**src/rtl/sdadc_cfg.svh**
```systemverilog
// Constants for the sigma-delta converter back end.
// Included by the decimator, the back end and the bench.
`ifndef SDADC_CFG_SVH
`define SDADC_CFG_SVH
`define WORD_MIN     8'h03
`define WORD_RST     8'h45
`define DEC_SHIFT    3
`define SETTLE_CONV  2'h3
`define MID_CODE     24'h800000
`define SAT_CODE     24'hFFFFFF
`define RAW_SHIFT    10
`define UNITY_RANGE  3'h0
`define A_MODE       4'h0
`define A_CFG        4'h1
`define A_CHAN       4'h2
`define A_WORD       4'h3
`define A_STAT       4'h4
`define A_MASK       4'h5
`define A_DATA0      4'h6
`define A_DATA1      4'h7
`define A_DATA2      4'h8
`define A_OFS0       4'h9
`define A_OFS1       4'hA
`define A_OFS2       4'hB
`define A_GAIN0      4'hC
`define A_GAIN1      4'hD
`define A_GAIN2      4'hE
`define MD_OFF       3'h0
`define MD_IDLE      3'h1
`define MD_SINGLE    3'h2
`define MD_CONT      3'h3
`define MD_IZERO     3'h4
`define MD_IFULL     3'h5
`define MD_SZERO     3'h6
`define MD_SFULL     3'h7
`define ST_RDY       0
`define ST_CAL       1
`define ST_ALL       2'h3
`endif

```
**src/rtl/sdadc_pkg.sv**
```systemverilog
// Types shared by the converter back end.
// Uses none of the macros in sdadc_cfg.svh.
`default_nettype none
package sdadc_pkg;
  typedef enum logic [1:0] {PH_IDLE, PH_CONV, PH_CAL} phase_t;

  typedef struct packed {
    logic [2:0]  sClk;
    logic [1:0]  sBit;
    logic [2:0]  mode;
    logic [2:0]  range;
    logic        bipolar;
    logic [3:0]  chan;
    logic [7:0]  word;
    logic [7:0]  wordAct;
    logic        wordPend;
    logic        wordSeen;
    logic [1:0]  settle;
    phase_t      phase;
    logic [23:0] data;
    logic [23:0] offset;
    logic [23:0] gain;
    logic [1:0]  status;
    logic [1:0]  mask;
    logic [7:0]  rdata;
    logic        restart;
    logic        refSel;
    logic [2:0]  pgaOut;
    logic        irq;
  } ctrl_t;

  typedef struct packed {
    logic [35:0] i1;
    logic [35:0] i2;
    logic [35:0] i3;
    logic [35:0] z1;
    logic [35:0] z2;
    logic [35:0] z3;
    logic [35:0] raw;
    logic [10:0] cnt;
    logic [7:0]  w;
    logic        valid;
  } dec_t;
endpackage
`default_nettype wire

```
**src/rtl/sinc3_decimator.sv**
```systemverilog
// Third-order sinc decimator for a one-bit modulator stream.
// Assumes sampleEn is a one-cycle strobe per modulator sample.
`timescale 1ns/1ns
`default_nettype none
`include "sdadc_cfg.svh"
module sinc3_decimator #(
  parameter int W = 36
) (
  input  wire logic          core_clk,
  input  wire logic          rst,
  input  wire logic          sampleEn,
  input  wire logic          bitIn,
  input  wire logic          restart,
  input  wire logic [7:0]    word,
  output logic      [W-1:0]  raw,
  output logic               rawValid
);
  generate
    if (W != 36) begin : g_bad
      $error("sinc3_decimator: W must be 36");
    end
  endgenerate

  sdadc_pkg::dec_t q;
  sdadc_pkg::dec_t n;
  logic [10:0] last;

  // Period is eight samples per word step
  assign last = (11'(q.w) << `DEC_SHIFT) - 11'h1;

  always_comb begin
    logic [35:0] d1;
    logic [35:0] d2;
    d1 = 36'h0;
    d2 = 36'h0;
    n = q;
    n.valid = 1'b0;
    if (restart) begin
      n = '0;
      n.w = word;
    end else if (sampleEn) begin
      n.i1 = q.i1 + 36'(bitIn);
      n.i2 = q.i2 + q.i1;
      n.i3 = q.i3 + q.i2;
      if (q.cnt == last) begin
        n.cnt = 11'h0;
        d1 = q.i3 - q.z1;
        d2 = d1 - q.z2;
        n.z1 = q.i3;
        n.z2 = d1;
        n.z3 = d2;
        n.raw = d2 - q.z3;
        n.valid = 1'b1;
      end else begin
        n.cnt = q.cnt + 11'h1;
      end
    end
  end

  always_ff @(posedge core_clk or posedge rst) begin
    if (rst) begin
      q <= '0;
      q.w <= `WORD_RST;
    end else begin
      q <= n;
    end
  end

  assign raw = q.raw;
  assign rawValid = q.valid;
endmodule
`default_nettype wire

```
**src/rtl/sdadc_filter_ctrl.sv**
```systemverilog
// Sigma-delta converter back end with chopping off: filter word,
// settling, calibration, range select and register port.
// Assumes a 100 MHz core_clk; modulator clock and bit are async pins.
//
// What this block does
// - Filter word accepts only 3 to 255
// - Decimate by eight times filter word
// - One result per 8 x word samples
// - Filter word resets to 69
// - Sync change withholds results three periods
// - Unsynchronized steps keep results flowing
// - Each word step adds eight samples
// - Mode 110 starts system zero calibration
// - Mode 111 starts system full calibration
// - Bipolar zero calibration maps to mid-scale
// - Range field picks one of eight gains
// - Internal full calibration uses reference, unity
// - Ready flag blocks further result writes
//
// Local design decisions: strobed register access and the address map.
`timescale 1ns/1ns
`default_nettype none
`include "sdadc_cfg.svh"
module sdadc_filter_ctrl #(
  parameter int RAW_W = 36
) (
  input  wire logic        core_clk,
  input  wire logic        rst,
  input  wire logic        modClk,
  input  wire logic        modBit,
  input  wire logic [3:0]  addr,
  input  wire logic [7:0]  wdata,
  input  wire logic        wr,
  input  wire logic        rd,
  output logic      [7:0]  rdata,
  output logic      [2:0]  pgaRange,
  output logic             bipolarMode,
  output logic      [3:0]  chanSel,
  output logic             refCalSel,
  output logic             irq
);
  generate
    if (RAW_W != 36) begin : g_bad
      $error("sdadc_filter_ctrl: RAW_W must be 36");
    end
  endgenerate

  sdadc_pkg::ctrl_t q;
  sdadc_pkg::ctrl_t n;
  logic [RAW_W-1:0] rawSum;
  logic             rawValid;
  logic             sampleEn;
  logic [23:0]      raw24;
  logic             deliver;
  logic             syncChg;
  logic [1:0]       setSt;
  logic [1:0]       clrSt;

  function automatic logic [23:0] sub24(
    input logic [23:0] a,
    input logic [23:0] b
  );
    sub24 = a - b;
  endfunction

  function automatic logic [23:0] sat24(
    input logic [RAW_W-1:0] v
  );
    logic [RAW_W-1:0] s;
    s = v >> `RAW_SHIFT;
    if (|s[RAW_W-1:24]) begin
      sat24 = `SAT_CODE;
    end else begin
      sat24 = s[23:0];
    end
  endfunction

  // Rising edge of the resynchronised modulator clock
  assign sampleEn = q.sClk[1] & ~q.sClk[2];

  sinc3_decimator #(
    .W (RAW_W)
  ) u_dec (
    .core_clk (core_clk),
    .rst      (rst),
    .sampleEn (sampleEn),
    .bitIn    (q.sBit[1]),
    .restart  (q.restart),
    .word     (q.wordAct),
    .raw      (rawSum),
    .rawValid (rawValid)
  );

  assign raw24 = sat24(rawSum);
  // Settled output, no pending word, not just restarted
  assign deliver = rawValid && !q.restart
                && q.phase != sdadc_pkg::PH_IDLE
                && !q.wordPend && q.settle == 2'h0;

  always_comb begin
    n = q;
    n.restart = 1'b0;
    n.rdata = 8'h00;
    setSt = 2'b00;
    clrSt = 2'b00;
    syncChg = 1'b0;
    n.sClk = {q.sClk[1:0], modClk};
    n.sBit = {q.sBit[0], modBit};

    if (deliver) begin
      if (q.phase == sdadc_pkg::PH_CONV) begin
        // Unsynchronised input steps pass straight through
        if (!q.status[`ST_RDY]) begin
          n.data = sub24(raw24, q.offset);
        end
        setSt[`ST_RDY] = 1'b1;
        if (q.mode == `MD_SINGLE) begin
          n.mode = `MD_IDLE;
          n.phase = sdadc_pkg::PH_IDLE;
        end
      end else begin
        if (!q.status[`ST_RDY]) begin
          if (q.mode == `MD_IZERO || q.mode == `MD_SZERO) begin
            if (q.bipolar) begin
              n.offset = sub24(raw24, `MID_CODE);
            end else begin
              n.offset = raw24;
            end
          end else begin
            n.gain = sub24(raw24, q.offset);
          end
        end
        setSt = `ST_ALL;
        n.mode = `MD_IDLE;
        n.phase = sdadc_pkg::PH_IDLE;
      end
    end else if (rawValid && !q.restart
                 && q.phase != sdadc_pkg::PH_IDLE) begin
      if (q.wordPend) begin
        syncChg = 1'b1;
      end else if (q.settle != 2'h0) begin
        n.settle = q.settle - 2'h1;
      end
    end

    if (wr) begin
      case (addr)
        `A_MODE: begin
          n.mode = wdata[2:0];
          clrSt = `ST_ALL;
          // New command drops the old result's flags
          setSt = 2'b00;
          syncChg = 1'b1;
          if (n.mode == `MD_SINGLE || n.mode == `MD_CONT) begin
            n.phase = sdadc_pkg::PH_CONV;
          end else if (n.mode >= `MD_IZERO) begin
            n.phase = sdadc_pkg::PH_CAL;
          end else begin
            n.phase = sdadc_pkg::PH_IDLE;
          end
        end
        `A_CFG: begin
          n.range = wdata[2:0];
          n.bipolar = wdata[3];
          syncChg = q.phase != sdadc_pkg::PH_IDLE;
        end
        `A_CHAN: begin
          n.chan = wdata[3:0];
          syncChg = q.phase != sdadc_pkg::PH_IDLE;
        end
        `A_WORD: begin
          if (wdata >= `WORD_MIN) begin
            n.word = wdata;
            n.wordPend = 1'b1;
            n.wordSeen = 1'b1;
          end
        end
        `A_STAT: clrSt = wdata[1:0];
        `A_MASK: n.mask = wdata[1:0];
        default: ;
      endcase
    end

    // Restart the filter; drop the outputs before it settles
    if (syncChg) begin
      n.restart = 1'b1;
      n.settle = `SETTLE_CONV - 2'h1;
      n.wordAct = n.word;
      n.wordPend = 1'b0;
    end

    // Hardware set wins over a status-register clear in the same cycle
    n.status = (q.status & ~clrSt) | setSt;
    n.refSel = n.phase == sdadc_pkg::PH_CAL
            && n.mode == `MD_IFULL;
    n.pgaOut = n.refSel ? `UNITY_RANGE : n.range;
    n.irq = |(n.status & n.mask);

    if (rd) begin
      case (addr)
        `A_MODE:  n.rdata = {5'h00, q.mode};
        `A_CFG:   n.rdata = {4'h0, q.bipolar, q.range};
        `A_CHAN:  n.rdata = {4'h0, q.chan};
        `A_WORD:  n.rdata = q.word;
        `A_STAT:  n.rdata = {6'h00, q.status};
        `A_MASK:  n.rdata = {6'h00, q.mask};
        `A_DATA0: n.rdata = q.data[7:0];
        `A_DATA1: n.rdata = q.data[15:8];
        `A_DATA2: n.rdata = q.data[23:16];
        `A_OFS0:  n.rdata = q.offset[7:0];
        `A_OFS1:  n.rdata = q.offset[15:8];
        `A_OFS2:  n.rdata = q.offset[23:16];
        `A_GAIN0: n.rdata = q.gain[7:0];
        `A_GAIN1: n.rdata = q.gain[15:8];
        `A_GAIN2: n.rdata = q.gain[23:16];
        default:  n.rdata = 8'h00;
      endcase
    end
  end

  always_ff @(posedge core_clk or posedge rst) begin
    if (rst) begin
      q <= '0;
      q.word <= `WORD_RST;
      q.wordAct <= `WORD_RST;
      q.mode <= `MD_OFF;
    end else begin
      q <= n;
    end
  end

  assign rdata = q.rdata;
  assign pgaRange = q.pgaOut;
  assign bipolarMode = q.bipolar;
  assign chanSel = q.chan;
  assign refCalSel = q.refSel;
  assign irq = q.irq;
endmodule
`default_nettype wire

```
**config.mk**
```make
export PLATFORM = sky130hd
export DESIGN_NAME = sdadc_filter_ctrl
export DESIGN_NICKNAME = d
export VERILOG_FILES = /design/src/rtl/sdadc_pkg.sv /design/src/rtl/sinc3_decimator.sv /design/src/rtl/sdadc_filter_ctrl.sv
export VERILOG_INCLUDE_DIRS = /design/src /design/src/rtl
export SDC_FILE = /design/constraint.sdc
export NUM_CORES = 1
export LEC_CHECK = 0
export BUFFER_PORTS_ARGS = -buffer_cell sky130_fd_sc_hd__buf_2
export CAP_MARGIN = 20
export CORE_MARGIN = 2
export CORE_UTILIZATION = 50
export CTS_CLUSTER_DIAMETER = 100
export DETAILED_ROUTE_END_ITERATION = 10
export PLACE_DENSITY = 0.69
export SLEW_MARGIN = 20
export SYNTH_ARGS = -nofsm -noshare
export SYNTH_HDL_FRONTEND = slang
export SYNTH_SLANG_ARGS = --single-unit
```
**constraint.sdc**
```tcl
create_clock -name core_clk -period 14.5 [get_ports core_clk]
set_input_delay 1.45 -clock core_clk [delete_from_list [all_inputs] [get_ports core_clk]]
set_output_delay 1.45 -clock core_clk [all_outputs]
set_load 0.02 [all_outputs]
```
# [After elaboration in Yosys (flattened, before gate mapping)]
# Cells that the tools add are included.
[totals] regBits=400 elab_cells=168
[classes] n_lt_le_gt_ge=2 muxes=57 add_sub_neg=11 bitwise_logic=9 n_reduce_logical=32 n_eq_ne=25
[op_table] operator="$mux 263" count=2
[op_table] operator="$mux 144" count=1
[op_table] operator="$mux 24" count=6
[op_table] operator="$pmux 8 s15" count=1
[op_table] operator="$sub 36x36->36" count=3
[op_table] operator="$mux 48" count=2
[op_table] operator="$mux 74" count=1
[op_table] operator="$add 36x36->36" count=2
[op_table] operator="$mux 2" count=20
[op_table] operator="$add 36x1->36" count=1
[op_table] operator="$eq 4x4->1 const B" count=7
[op_table] operator="$mux 8" count=3
[op_table] operator="$sub 24x24->24" count=1
[op_table] operator="$sub 24x24->24 const B" count=1
[op_table] operator="$mux 19" count=1
[op_table] operator="$reduce_bool 2->1" count=9
[op_table] operator="$eq 4x3->1 const B" count=4
[op_table] operator="$mux 3" count=5
[op_table] operator="$reduce_and 4->1" count=3
[op_table] operator="$add 11x1->11 const B" count=1
[op_table] operator="$eq 11x11->1" count=1
[op_table] operator="$mux 11" count=1
[op_table] operator="$sub 11x1->11 const B" count=1
[op_table] operator="$mux 1" count=10
[op_table] operator="26 further kinds" count=49

# [Depth between registers and ports, before layout]
# Gate-level depths: netlist of the first run.
[logic_depth] word_depth=13 mapped_depth=36 mapped_depth_nobuf=36

# [Hierarchy]
# A second synthesis of the first run with hierarchy kept.
[hier_totals] cells_unflattened=3239 hier_area_um2=27677.8
[modules_own_cells] mod="sinc3_decimator" instances=1 area_each_um2=20298.2 cells_per_inst=2460
[modules_own_cells] mod="sdadc_filter_ctrl" instances=1 area_each_um2=7379.6 cells_per_inst=779

# [Worst setup path before layout of the first run]
# OpenSTA, ideal clock, no wires.
[synth_timing] path_kind="register to register" startpoint="register u_dec.q[164] (netlist name)" endpoint="register u_dec.q, in the netlist u_dec.raw[35]" n_path_buf=0 slack_ns=7.617 path_stages_with_launch=36 t_arrival_ns=6.807 period_less_slack_ns=6.883 cell_sequence="dfrtp_1 > inv_1 > ha_1 > inv_1 > fa_1 > a21o_1 > a21oi_1 > o21ai_1 > a21o_1 > a21o_1 > a21o_1 > a21o_1 > a21oi_1 > o21ai_0 > xor2_1 > ha_1 > and3_1 > nand3_1 > a2111oi_2 > o2111ai_1 > a31oi_1 > nor4_1 > o41ai_2 > xor2_1 > ha_1 > o21ai_0 > a21oi_1 > a221oi_1 > nor2_1 > a21oi_1 > o311ai_1 > o31a_1 > a211o_1 > a21oi_1 > xnor3_1 > o21ai_1"
[synth_via] elab_chain_cells=6
[synth_rtl] element="start: declaration" line="sinc3_decimator.sv:24" rtl="sdadc_pkg::dec_t q;"
[synth_rtl] element="start signal: assignment" line="sinc3_decimator.sv:65" rtl="q <= n;"
[synth_rtl] element="$sub 36x36->36" line="sinc3_decimator.sv:47" rtl="d1 = q.i3 - q.z1;"
[synth_rtl] element="$sub 36x36->36" line="sinc3_decimator.sv:48" rtl="d2 = d1 - q.z2;"
[synth_rtl] element="$sub 36x36->36" line="sinc3_decimator.sv:52" rtl="n.raw = d2 - q.z3;"
[synth_rtl] element="$mux 144" line="sinc3_decimator.sv:45" rtl="if (q.cnt == last) begin"
[synth_rtl] element="$mux 263" line="sinc3_decimator.sv:41" rtl="end else if (sampleEn) begin"
[synth_rtl] element="$mux 263" line="sinc3_decimator.sv:38" rtl="if (restart) begin"
# Every way passes these cells. The select of a mux whose other input is x is not followed.
# A chain may end at the register's enable or synchronous reset.

# [Final worst setup path of the first run]
# Same ends and word-level chain as after synthesis.

==> results of run 1 <==
==> Yosys cell counts, types with 26 or more instances <==
library cell | number | area (um2)
a22o_1 | 122 | 1070
nor3_1 | 36 | 180
nand3_1 | 57 | 285
nand2_1 | 267 | 1000
o21ai_0 | 150 | 751
mux2_2 | 68 | 766
xor2_1 | 84 | 736
xnor2_1 | 116 | 1020
nor2_1 | 184 | 691
ha_1 | 202 | 2530
inv_1 | 206 | 773
a211oi_1 | 31 | 233
a21oi_1 | 229 | 1150
o21ai_1 | 35 | 175
o21bai_1 | 26 | 195
clkbuf_1 | 63 | 236
a21o_1 | 68 | 510
nand2b_1 | 29 | 181
o21a_1 | 31 | 233
nor2b_1 | 27 | 169
or3_1 | 36 | 225
dfrtp_1 | 380 | 9510
==> metrics by stage <==
stage / area [um2] / hold WS (ns)
6_report: 27800 / 0.377
3_5_place_dp: 26300 / 0.343
5_1_grt: 27800 / 0.397
2_1_floorplan: 25600 / 0.331
4_1_cts: 27800 / 0.378
3_3_place_gp: 26300 / 0.383
==> worst min path at each step <==
stage,depth (start not counted),end
2_1_floorplan,0,n[127]$_DFF_PP0_
6_report,0,n[127]$_DFF_PP0_
4_1_cts,0,n[127]$_DFF_PP0_
3_5_place_dp,0,n[127]$_DFF_PP0_
5_1_grt,0,n[127]$_DFF_PP0_
3_3_place_gp,0,n[127]$_DFF_PP0_
==> flip-flops by register name, summed over array words and instances (netlist names) <==
register	count
n	3
pgaRange	3
u_dec.raw	26
refCalSel	1
irq	1
u_dec.rawValid	1
q	106
chanSel	4
bipolarMode	1
u_dec.q	235
rdata	8
==> per-layer routing <==
layer,up-vias,global-route usage [%],wire [um]
met5,-,0,0
met1,9756,27.2,25600
met3,150,2.94,2120
met4,0,8.79,2120
met2,446,39.8,28600
li1,9975,-,-
==> power groups by stage <==
stage / clock (mW) / combinational [mW] / sequential [mW]
after CTS: 1.19 / 3.53 / 1.24
after detailed placement: 0 / 3.52 / 1.26
after floorplan: 0 / 2.86 / 1.23
final: 1.16 / 3.54 / 1.24
after global placement: 0 / 3.39 / 1.25
after global routing: 1.23 / 3.97 / 1.25
==> cells by family after synthesis <==
| family | count (synthesis) |
|---|---|
| flops | 389 |
| fa+ha+maj | 207 |
| compound gates | 842 |
| mux | 88 |
| xor+xnor | 203 |
| simple gates | 748 |
| buf+inv | 321 |
==> worst max-delay path: cells and delay by family, from the launching register on <==
family | cells | cell delay (ns)
DFF | 1 | 0.40
AOI/OAI and AO/OA | 22 | 4.72
buffers and inverters | 2 | 0.13
and+or+nand+nor | 4 | 0.54
adders and majority gates | 4 | 1.23
xor gates and xnor gates | 3 | 0.66
==> cell type report <==
class	instances	area [um2]
clock buffer	64	1320
tap	672	841
timing repair buffer	48	285
sequential	389	9750
clock inverter	20	206
multi-input combinational	2088	14700
fill	4421	22500
inverter	207	785
==> results.txt, run 1 <==
The adder-cell area share of the yosys netlist came out at a little over 10%. The count of mapped cells out of synthesis came out at around 2800. The post-synthesis mux area share came out at roughly 4.0%. The count of endpoints failing setup in the final report came out at 0. The core area came out at 50400 um2. The switching power as a share of total power came out at 43.3%. The buffer count from post-CTS setup fixing is 0.

The leakage component of the power is 12.8 nW. The final setup skew is 0.0226 ns. The final antenna diode count is 0.

The sequential share of power came out at a little over a fifth. The number of non-filler instances in the completed layout came out at about 3500. Clock-pin slew was measured on the worst setup and hold paths at 0.06 ns. The routed layout has between 20000 and 25000 vias.

The flow ran to the end, and the final reports show no timing, DRC or antenna violations. The post-route core utilization came out at 55.3%. The final number of hold-violating endpoints is 0. The final routed wirelength across all metal layers came out at around 60000 um. The launch instance of the worst min-delay path is n[126]$_DFF_PP0_. The number of storage elements in the synthesis netlist is between 300 and 400. In this run the worst setup path terminates at u_dec.raw[35]$_DFFE_PP0P_. The mean instance size in the synthesized netlist came out at a little over 9 um2. The final critical-path share of the clock period came out at 53.5%. Setup repair after global routing left no endpoint under its margin. For this run, design rule violations remaining after detail routing come to 0. The effective utilization at floorplan is 50.9%. The first element of the critical path is u_dec.q[164]$_DFFE_PP0P_.

The final net count came out at 3004. The critical path is of the reg -> reg type. The floorplan step defined a die boundary enclosing 53100 um2. The floorplan die width is 230 um.

The worst slew margin relative to its limit came out at between 20 and 30%. The worst setup path is launched from a flip-flop. The share of the synthesized area in compound gates (AO/OA/AOI/OAI) came out at between 20% and 30%. The number of enable flip-flop cells after synthesis came out at 0. Relative to the synthesized area, the layout overhead comes to 8.59%.

The initial antenna violation count is 0. The clock latency of the later-clocked register in the worst-skew pair is about 0.59 ns. The placed instance count is between 3000 and 4000.

The setup slack after layout is 6.74 ns. Among all flip-flop cells after synthesis, the most frequent one is dfrtp_1. The number of top-level pins is 36. The analysis attributes to net switching a power of 2.57 mW.

The worst setup timing slack at the placement stage is 6.76 ns. TritonCTS built the clock tree. Across the run, the number of max-cap violations was 0. The final max-slew violation count is 0. The number of warnings printed during yosys synthesis came out at 0. The wire length of the first global-routing pass is 99300 um. The mapped netlist covers 25600 um2. The share of the synthesized netlist area taken by xor and xnor gates is 7.05%. The setup TNS after final layout came out at 0 ns. From bottom edge to top edge, the die measures 230 um.

On the critical path, the stage with the largest delay is an instance of dfrtp_1. The classification of the worst-slack hold path is reg -> reg. The worst reg-to-reg path cell count came out at 35. The maximum fanout along the worst path is 5. In the final layout, the share of cells above drive strength 1 is 9.27%. Buffers placed on the I/O ports in this run total 35. The top cell types in the final layout, fill and taps aside, are 379 x dfrtp_1, 267 x nand2_1, 228 x a21oi_1. The sum of internal, switching and leakage power came out at just under 6 mW. The first-pass iteration count of the detailed router is 6. The arrival time at the worst endpoint is 8.27 ns. The part of the Yosys area used for sequential elements is 38.0%.

Synthesis produced a netlist with a net count of just over 3000. The largest incremental delay on the critical path is about 0.40 ns. Global routing finished with a remaining overflow of 0. The via count of the first global-routing pass came out at 20400. The endpoint of the most critical register-to-register path is u_dec.raw[35]$_DFFE_PP0P_. For the worst setup path, the data required time is 15.01 ns. The root buffer cell chosen for the clock tree is clkbuf_16. The final critical delay including setup and external delays is 7.76 ns. The fraction of registers with async set or reset after synthesis came out at 100%. The simple logic cell fraction of the synthesized area came out at between 10% and 20%. The number of levels the H-tree was split into came out at 2. The clock sink count came out at 389. The number of unique standard cell types used by synthesis is 93.

The overall fraction of global-route tracks in use is approximately 22%. The count of cells resized by post-cts repair is 0. The reg2reg setup slack came out at 6.74 ns. The worst register-to-register path begins at u_dec.q[164]$_DFFE_PP0P_. The final weighted congestion of routability-driven global placement is roughly 0.93. The slew at the pin with the worst max-slew slack came out at 1.08 ns. After synthesis, the largest family of logic cells by area is compound AO/OA/AOI/OAI gates.

The number of placement rows is 82. The portion of total power attributed to the clock network came out at between 10% and 20%. The TritonCTS buffer count came out at 45. The peak supply drop is 0.161 mV.

The internal portion of total power is 3.37 mW. The maximum number of buffers from clock root to sink is 3. The part of the total power dissipated in combinational logic came out at 59.6%. The number of DRC markers in iteration 0 came out at 1145. The leading cell type in the layout, fill and taps excluded is dfrtp_1. The total power divided by cell area is 213 nW/um2. The category of the worst setup path capture point is a flip-flop.

The largest net degree at the start of global routing came out at 152. The mean routed wirelength per cell is 16.7 um. The ratio of routed vias to standard cells is 5.83. The maximum achievable frequency came out at 0.129 GHz. For this design, the CTS-stage hold fixing added 0 buffers. Detailed placement ended at an HPWL of 42400 um.

The antenna violation net count after detailed routing came out at 0.
No activity file was read; power rests on OpenSTA's default activity.
==> inputs of run 2 (changes only) <==
- clock period: 14.5 -> 7.46 ns (I/O delays scaled with it)
==> run 2 against run 1 <==
Sequential power up 94%; clock skew grew 0.0073 ns; wire length rose by 1.0%; die area unchanged; combinational power is 110% higher; register-to-register slack got worse by 6.3 ns; via count decreased by 1.0%; cell count rose by 0.63%; critical path depth fell by 1; total power up 100%; maximum frequency is 9.8% higher; utilization rose by 0.73 points; critical path type unchanged.
==> results.txt, run 2 (synthesis gave the netlist of run 1 again) <==
The via count of the first global-routing pass is 20600 (+1.3%). The core area came out at 50400 um2 (unchanged). The setup slack after layout came out at 0.393 ns (-6.35 ns). The highest-delay cell along the critical path is a221o_1. The required time of the critical path came to 7.96 ns (-7.05 ns). The area added between synthesis and finish came out at 10.0%. The ratio of routed vias to standard cells is 5.73 (-1.7%).

The mean routed wirelength per cell is 16.8 um (+0.41%). The floorplan die width is 230 um (unchanged). The worst reg-to-reg path cell count is 34 (-2.9%).

The reg2reg setup slack was 0.39 ns (-6.35 ns). The maximum number of buffers from clock root to sink came out at 3 (unchanged). The placed instance count came out at 3410 (+0.18%). The number of flip-flops under the largest register name was 235 (unchanged).

The number of levels the H-tree was split into is 2 (unchanged). The number of non-filler instances in the completed layout is 3510 (+0.63%). The remaining global-route overflow came out at 0 (unchanged). The register with the most flip-flops in the final layout is u_dec.q.

TritonCTS built the clock tree. Among cell families on the critical path, the largest total delay comes from compound AO/OA/AOI/OAI gates. The final number of hold-violating endpoints is 0 (unchanged). The category of the worst setup path capture point is a flip-flop. The number of top-level pins is 36 (unchanged). The clock-pin slew on the worst setup and hold paths came out at 0.06 ns (about the same). The wire length of the first global-routing pass is 101000 um (+1.4%). The leakage component of the power is 13.0 nW (+1.1%). The tightest min-delay check is of the in -> reg type. The antenna violation net count after detailed routing is 0 (unchanged). The initial antenna violation count is 0 (unchanged). The maximum fanout along the worst path came out at 4 (-1).

The count of endpoints failing setup in the final report is 0 (unchanged). The clock sink count is 389 (unchanged). The clock latency of the later-clocked register in the worst-skew pair came out at 0.58 ns (about the same). The overall fraction of global-route tracks in use is 22.6% (+0.34 points). The effective utilization at floorplan is 50.9% (unchanged). The cts-stage hold buffer count is 0 (unchanged). Leaving out fill and tap cells, the most frequent cell in the layout is dfrtp_1. The remaining routing DRC violations came out at 0 (unchanged). The final net count is 3025 (+0.70%). The count of maximum capacitance violations came to 0 (unchanged). The maximum achievable frequency came out at 0.142 GHz (+9.8%).

The arrival time at the worst endpoint came out at 7.57 ns (-0.70 ns). The final routed wirelength across all metal layers is 59000 um (+1.0%). The TritonCTS buffer count came out at 46 (+2.2%). The sum of buffers and inverters on the critical path came to 4 (+2). The final critical delay including setup and external delays came out at 7.07 ns (-0.690 ns).

The worst setup timing slack at the placement stage came out at -0.0644 ns (-6.83 ns). The library cell appearing most often on the critical path is a21o_1. STA classifies the critical path startpoint as a flip-flop. The floorplan die height is 230 um (unchanged). The tightest hold margin was 0.290 ns (-0.0875 ns).

The startpoint identified for the worst register-to-register timing path is u_dec.q[164]$_DFFE_PP0P_. The number of cells traversed by the worst hold path is 1 (+1). The final max-slew violation count is 0 (unchanged).

The critical path in this run is classified as reg -> reg. The final antenna diode count came out at 0 (unchanged). The final weighted congestion of routability-driven global placement came out at 0.939 (+0.56%).

The number of buffers inserted by port buffering came out at 35 (unchanged). The final critical-path share of the clock period came out at 94.7% (+41 points). The number of placement rows came out at 82 (unchanged).

The slew at the pin with the worst max-slew slack was 1.06 ns (-0.0251 ns). The critical path depth came out at 34 (-2.9%). The tree is rooted in a clkbuf_16.

The number of vias after detailed routing came out at 20100 (-1.0%). The worst slew margin relative to its limit came out at 29.6% (+1.7 points). In this run the most critical hold path is launched from modClk. The post-route core utilization was 56.0% (+0.73 points). The peak supply drop came out at 0.307 mV (+91%). The largest incremental delay on the critical path came to 0.40 ns (about the same). The total power divided by cell area came out at 432 nW/um2 (+100%).

Leaving out fill and tap cells, the most frequent cells in the layout are 378 x dfrtp_1, 267 x nand2_1, 225 x a21oi_1. The number of DRC markers in iteration 0 is 1161 (+1.4%). The worst hold path terminates at n[126]$_DFF_PP0_. The endpoint identified for the worst register-to-register timing path is u_dec.raw[35]$_DFFE_PP0P_. The largest net degree at the start of global routing came out at 152 (unchanged).

The flow ran to the end, and the final reports show no timing, DRC or antenna violations. The post-DP HPWL is 42800 um (+0.92%). The floorplan die area was 53100 um2 (unchanged). The share of cells above drive strength 1 is 10.6% (+1.4 points). The first-pass iteration count of the detailed router came to 5 (-1).

The final setup skew is 0.0299 ns (+0.00727 ns).
==> run 2: layout make-up <==
| type | count | area (um2) |
|---|---|---|
| clock inverter | 19 | 251 |
| sequential | 389 | 9750 |
| tap | 672 | 841 |
| multi-input combinational | 2088 | 14800 |
| fill | 4376 | 22200 |
| clock buffer | 67 | 1360 |
| inverter | 207 | 781 |
| timing repair buffer | 68 | 452 |
==> run 2: report_power, final <==
| group | internal [mW] | switching, mW |
|---|---|---|
| clock | 1.44 | 0.916 |
| combinational | 3.26 | 4.16 |
| sequential | 2.25 | 0.149 |
| total | 6.96 | 5.23 |
==> run 2: worst max-delay path by stage <==
stage          slack [ns]                         to                startpoint
2_1_floorplan        0.58  u_dec.raw[35]$_DFFE_PP0P_  u_dec.q[164]$_DFFE_PP0P_
3_3_place_gp         0.12  u_dec.raw[35]$_DFFE_PP0P_  u_dec.q[164]$_DFFE_PP0P_
3_5_place_dp        -0.06  u_dec.raw[35]$_DFFE_PP0P_  u_dec.q[164]$_DFFE_PP0P_
4_1_cts              0.03  u_dec.raw[35]$_DFFE_PP0P_  u_dec.q[164]$_DFFE_PP0P_
5_1_grt             -0.04  u_dec.raw[35]$_DFFE_PP0P_  u_dec.q[164]$_DFFE_PP0P_
6_report             0.39  u_dec.raw[35]$_DFFE_PP0P_  u_dec.q[164]$_DFFE_PP0P_
==> run 2: repair_timing <==
action                     in CTS  in global routing
pin swaps                       0                 24
setup endpoints to repair       1                  6
cloned                          0                  0
buffers inserted                0                 14
resized for setup               2                 26
==> run 2: routing by layer <==
layer / part of all wire [%] / routed length (um) / global-route usage (%)
met2: 50 / 29700 / 40.8
met3: 3.1 / 1800 / 2.71
met4: 3.1 / 1830 / 7.96
met5: 0 / 0 / 0
met1: 44 / 25700 / 27.7
==> run 2: metrics by stage <==
stage          instance area (um2)  total power, mW  TNS, ns
2_1_floorplan                25600             7.94        0
3_3_place_gp                 26400             9.11        0
3_5_place_dp                 26400             9.35  -0.0644
4_1_cts                      28000             11.8        0
5_1_grt                      28200             13.2  -0.0434
6_report                     28200             12.2        0
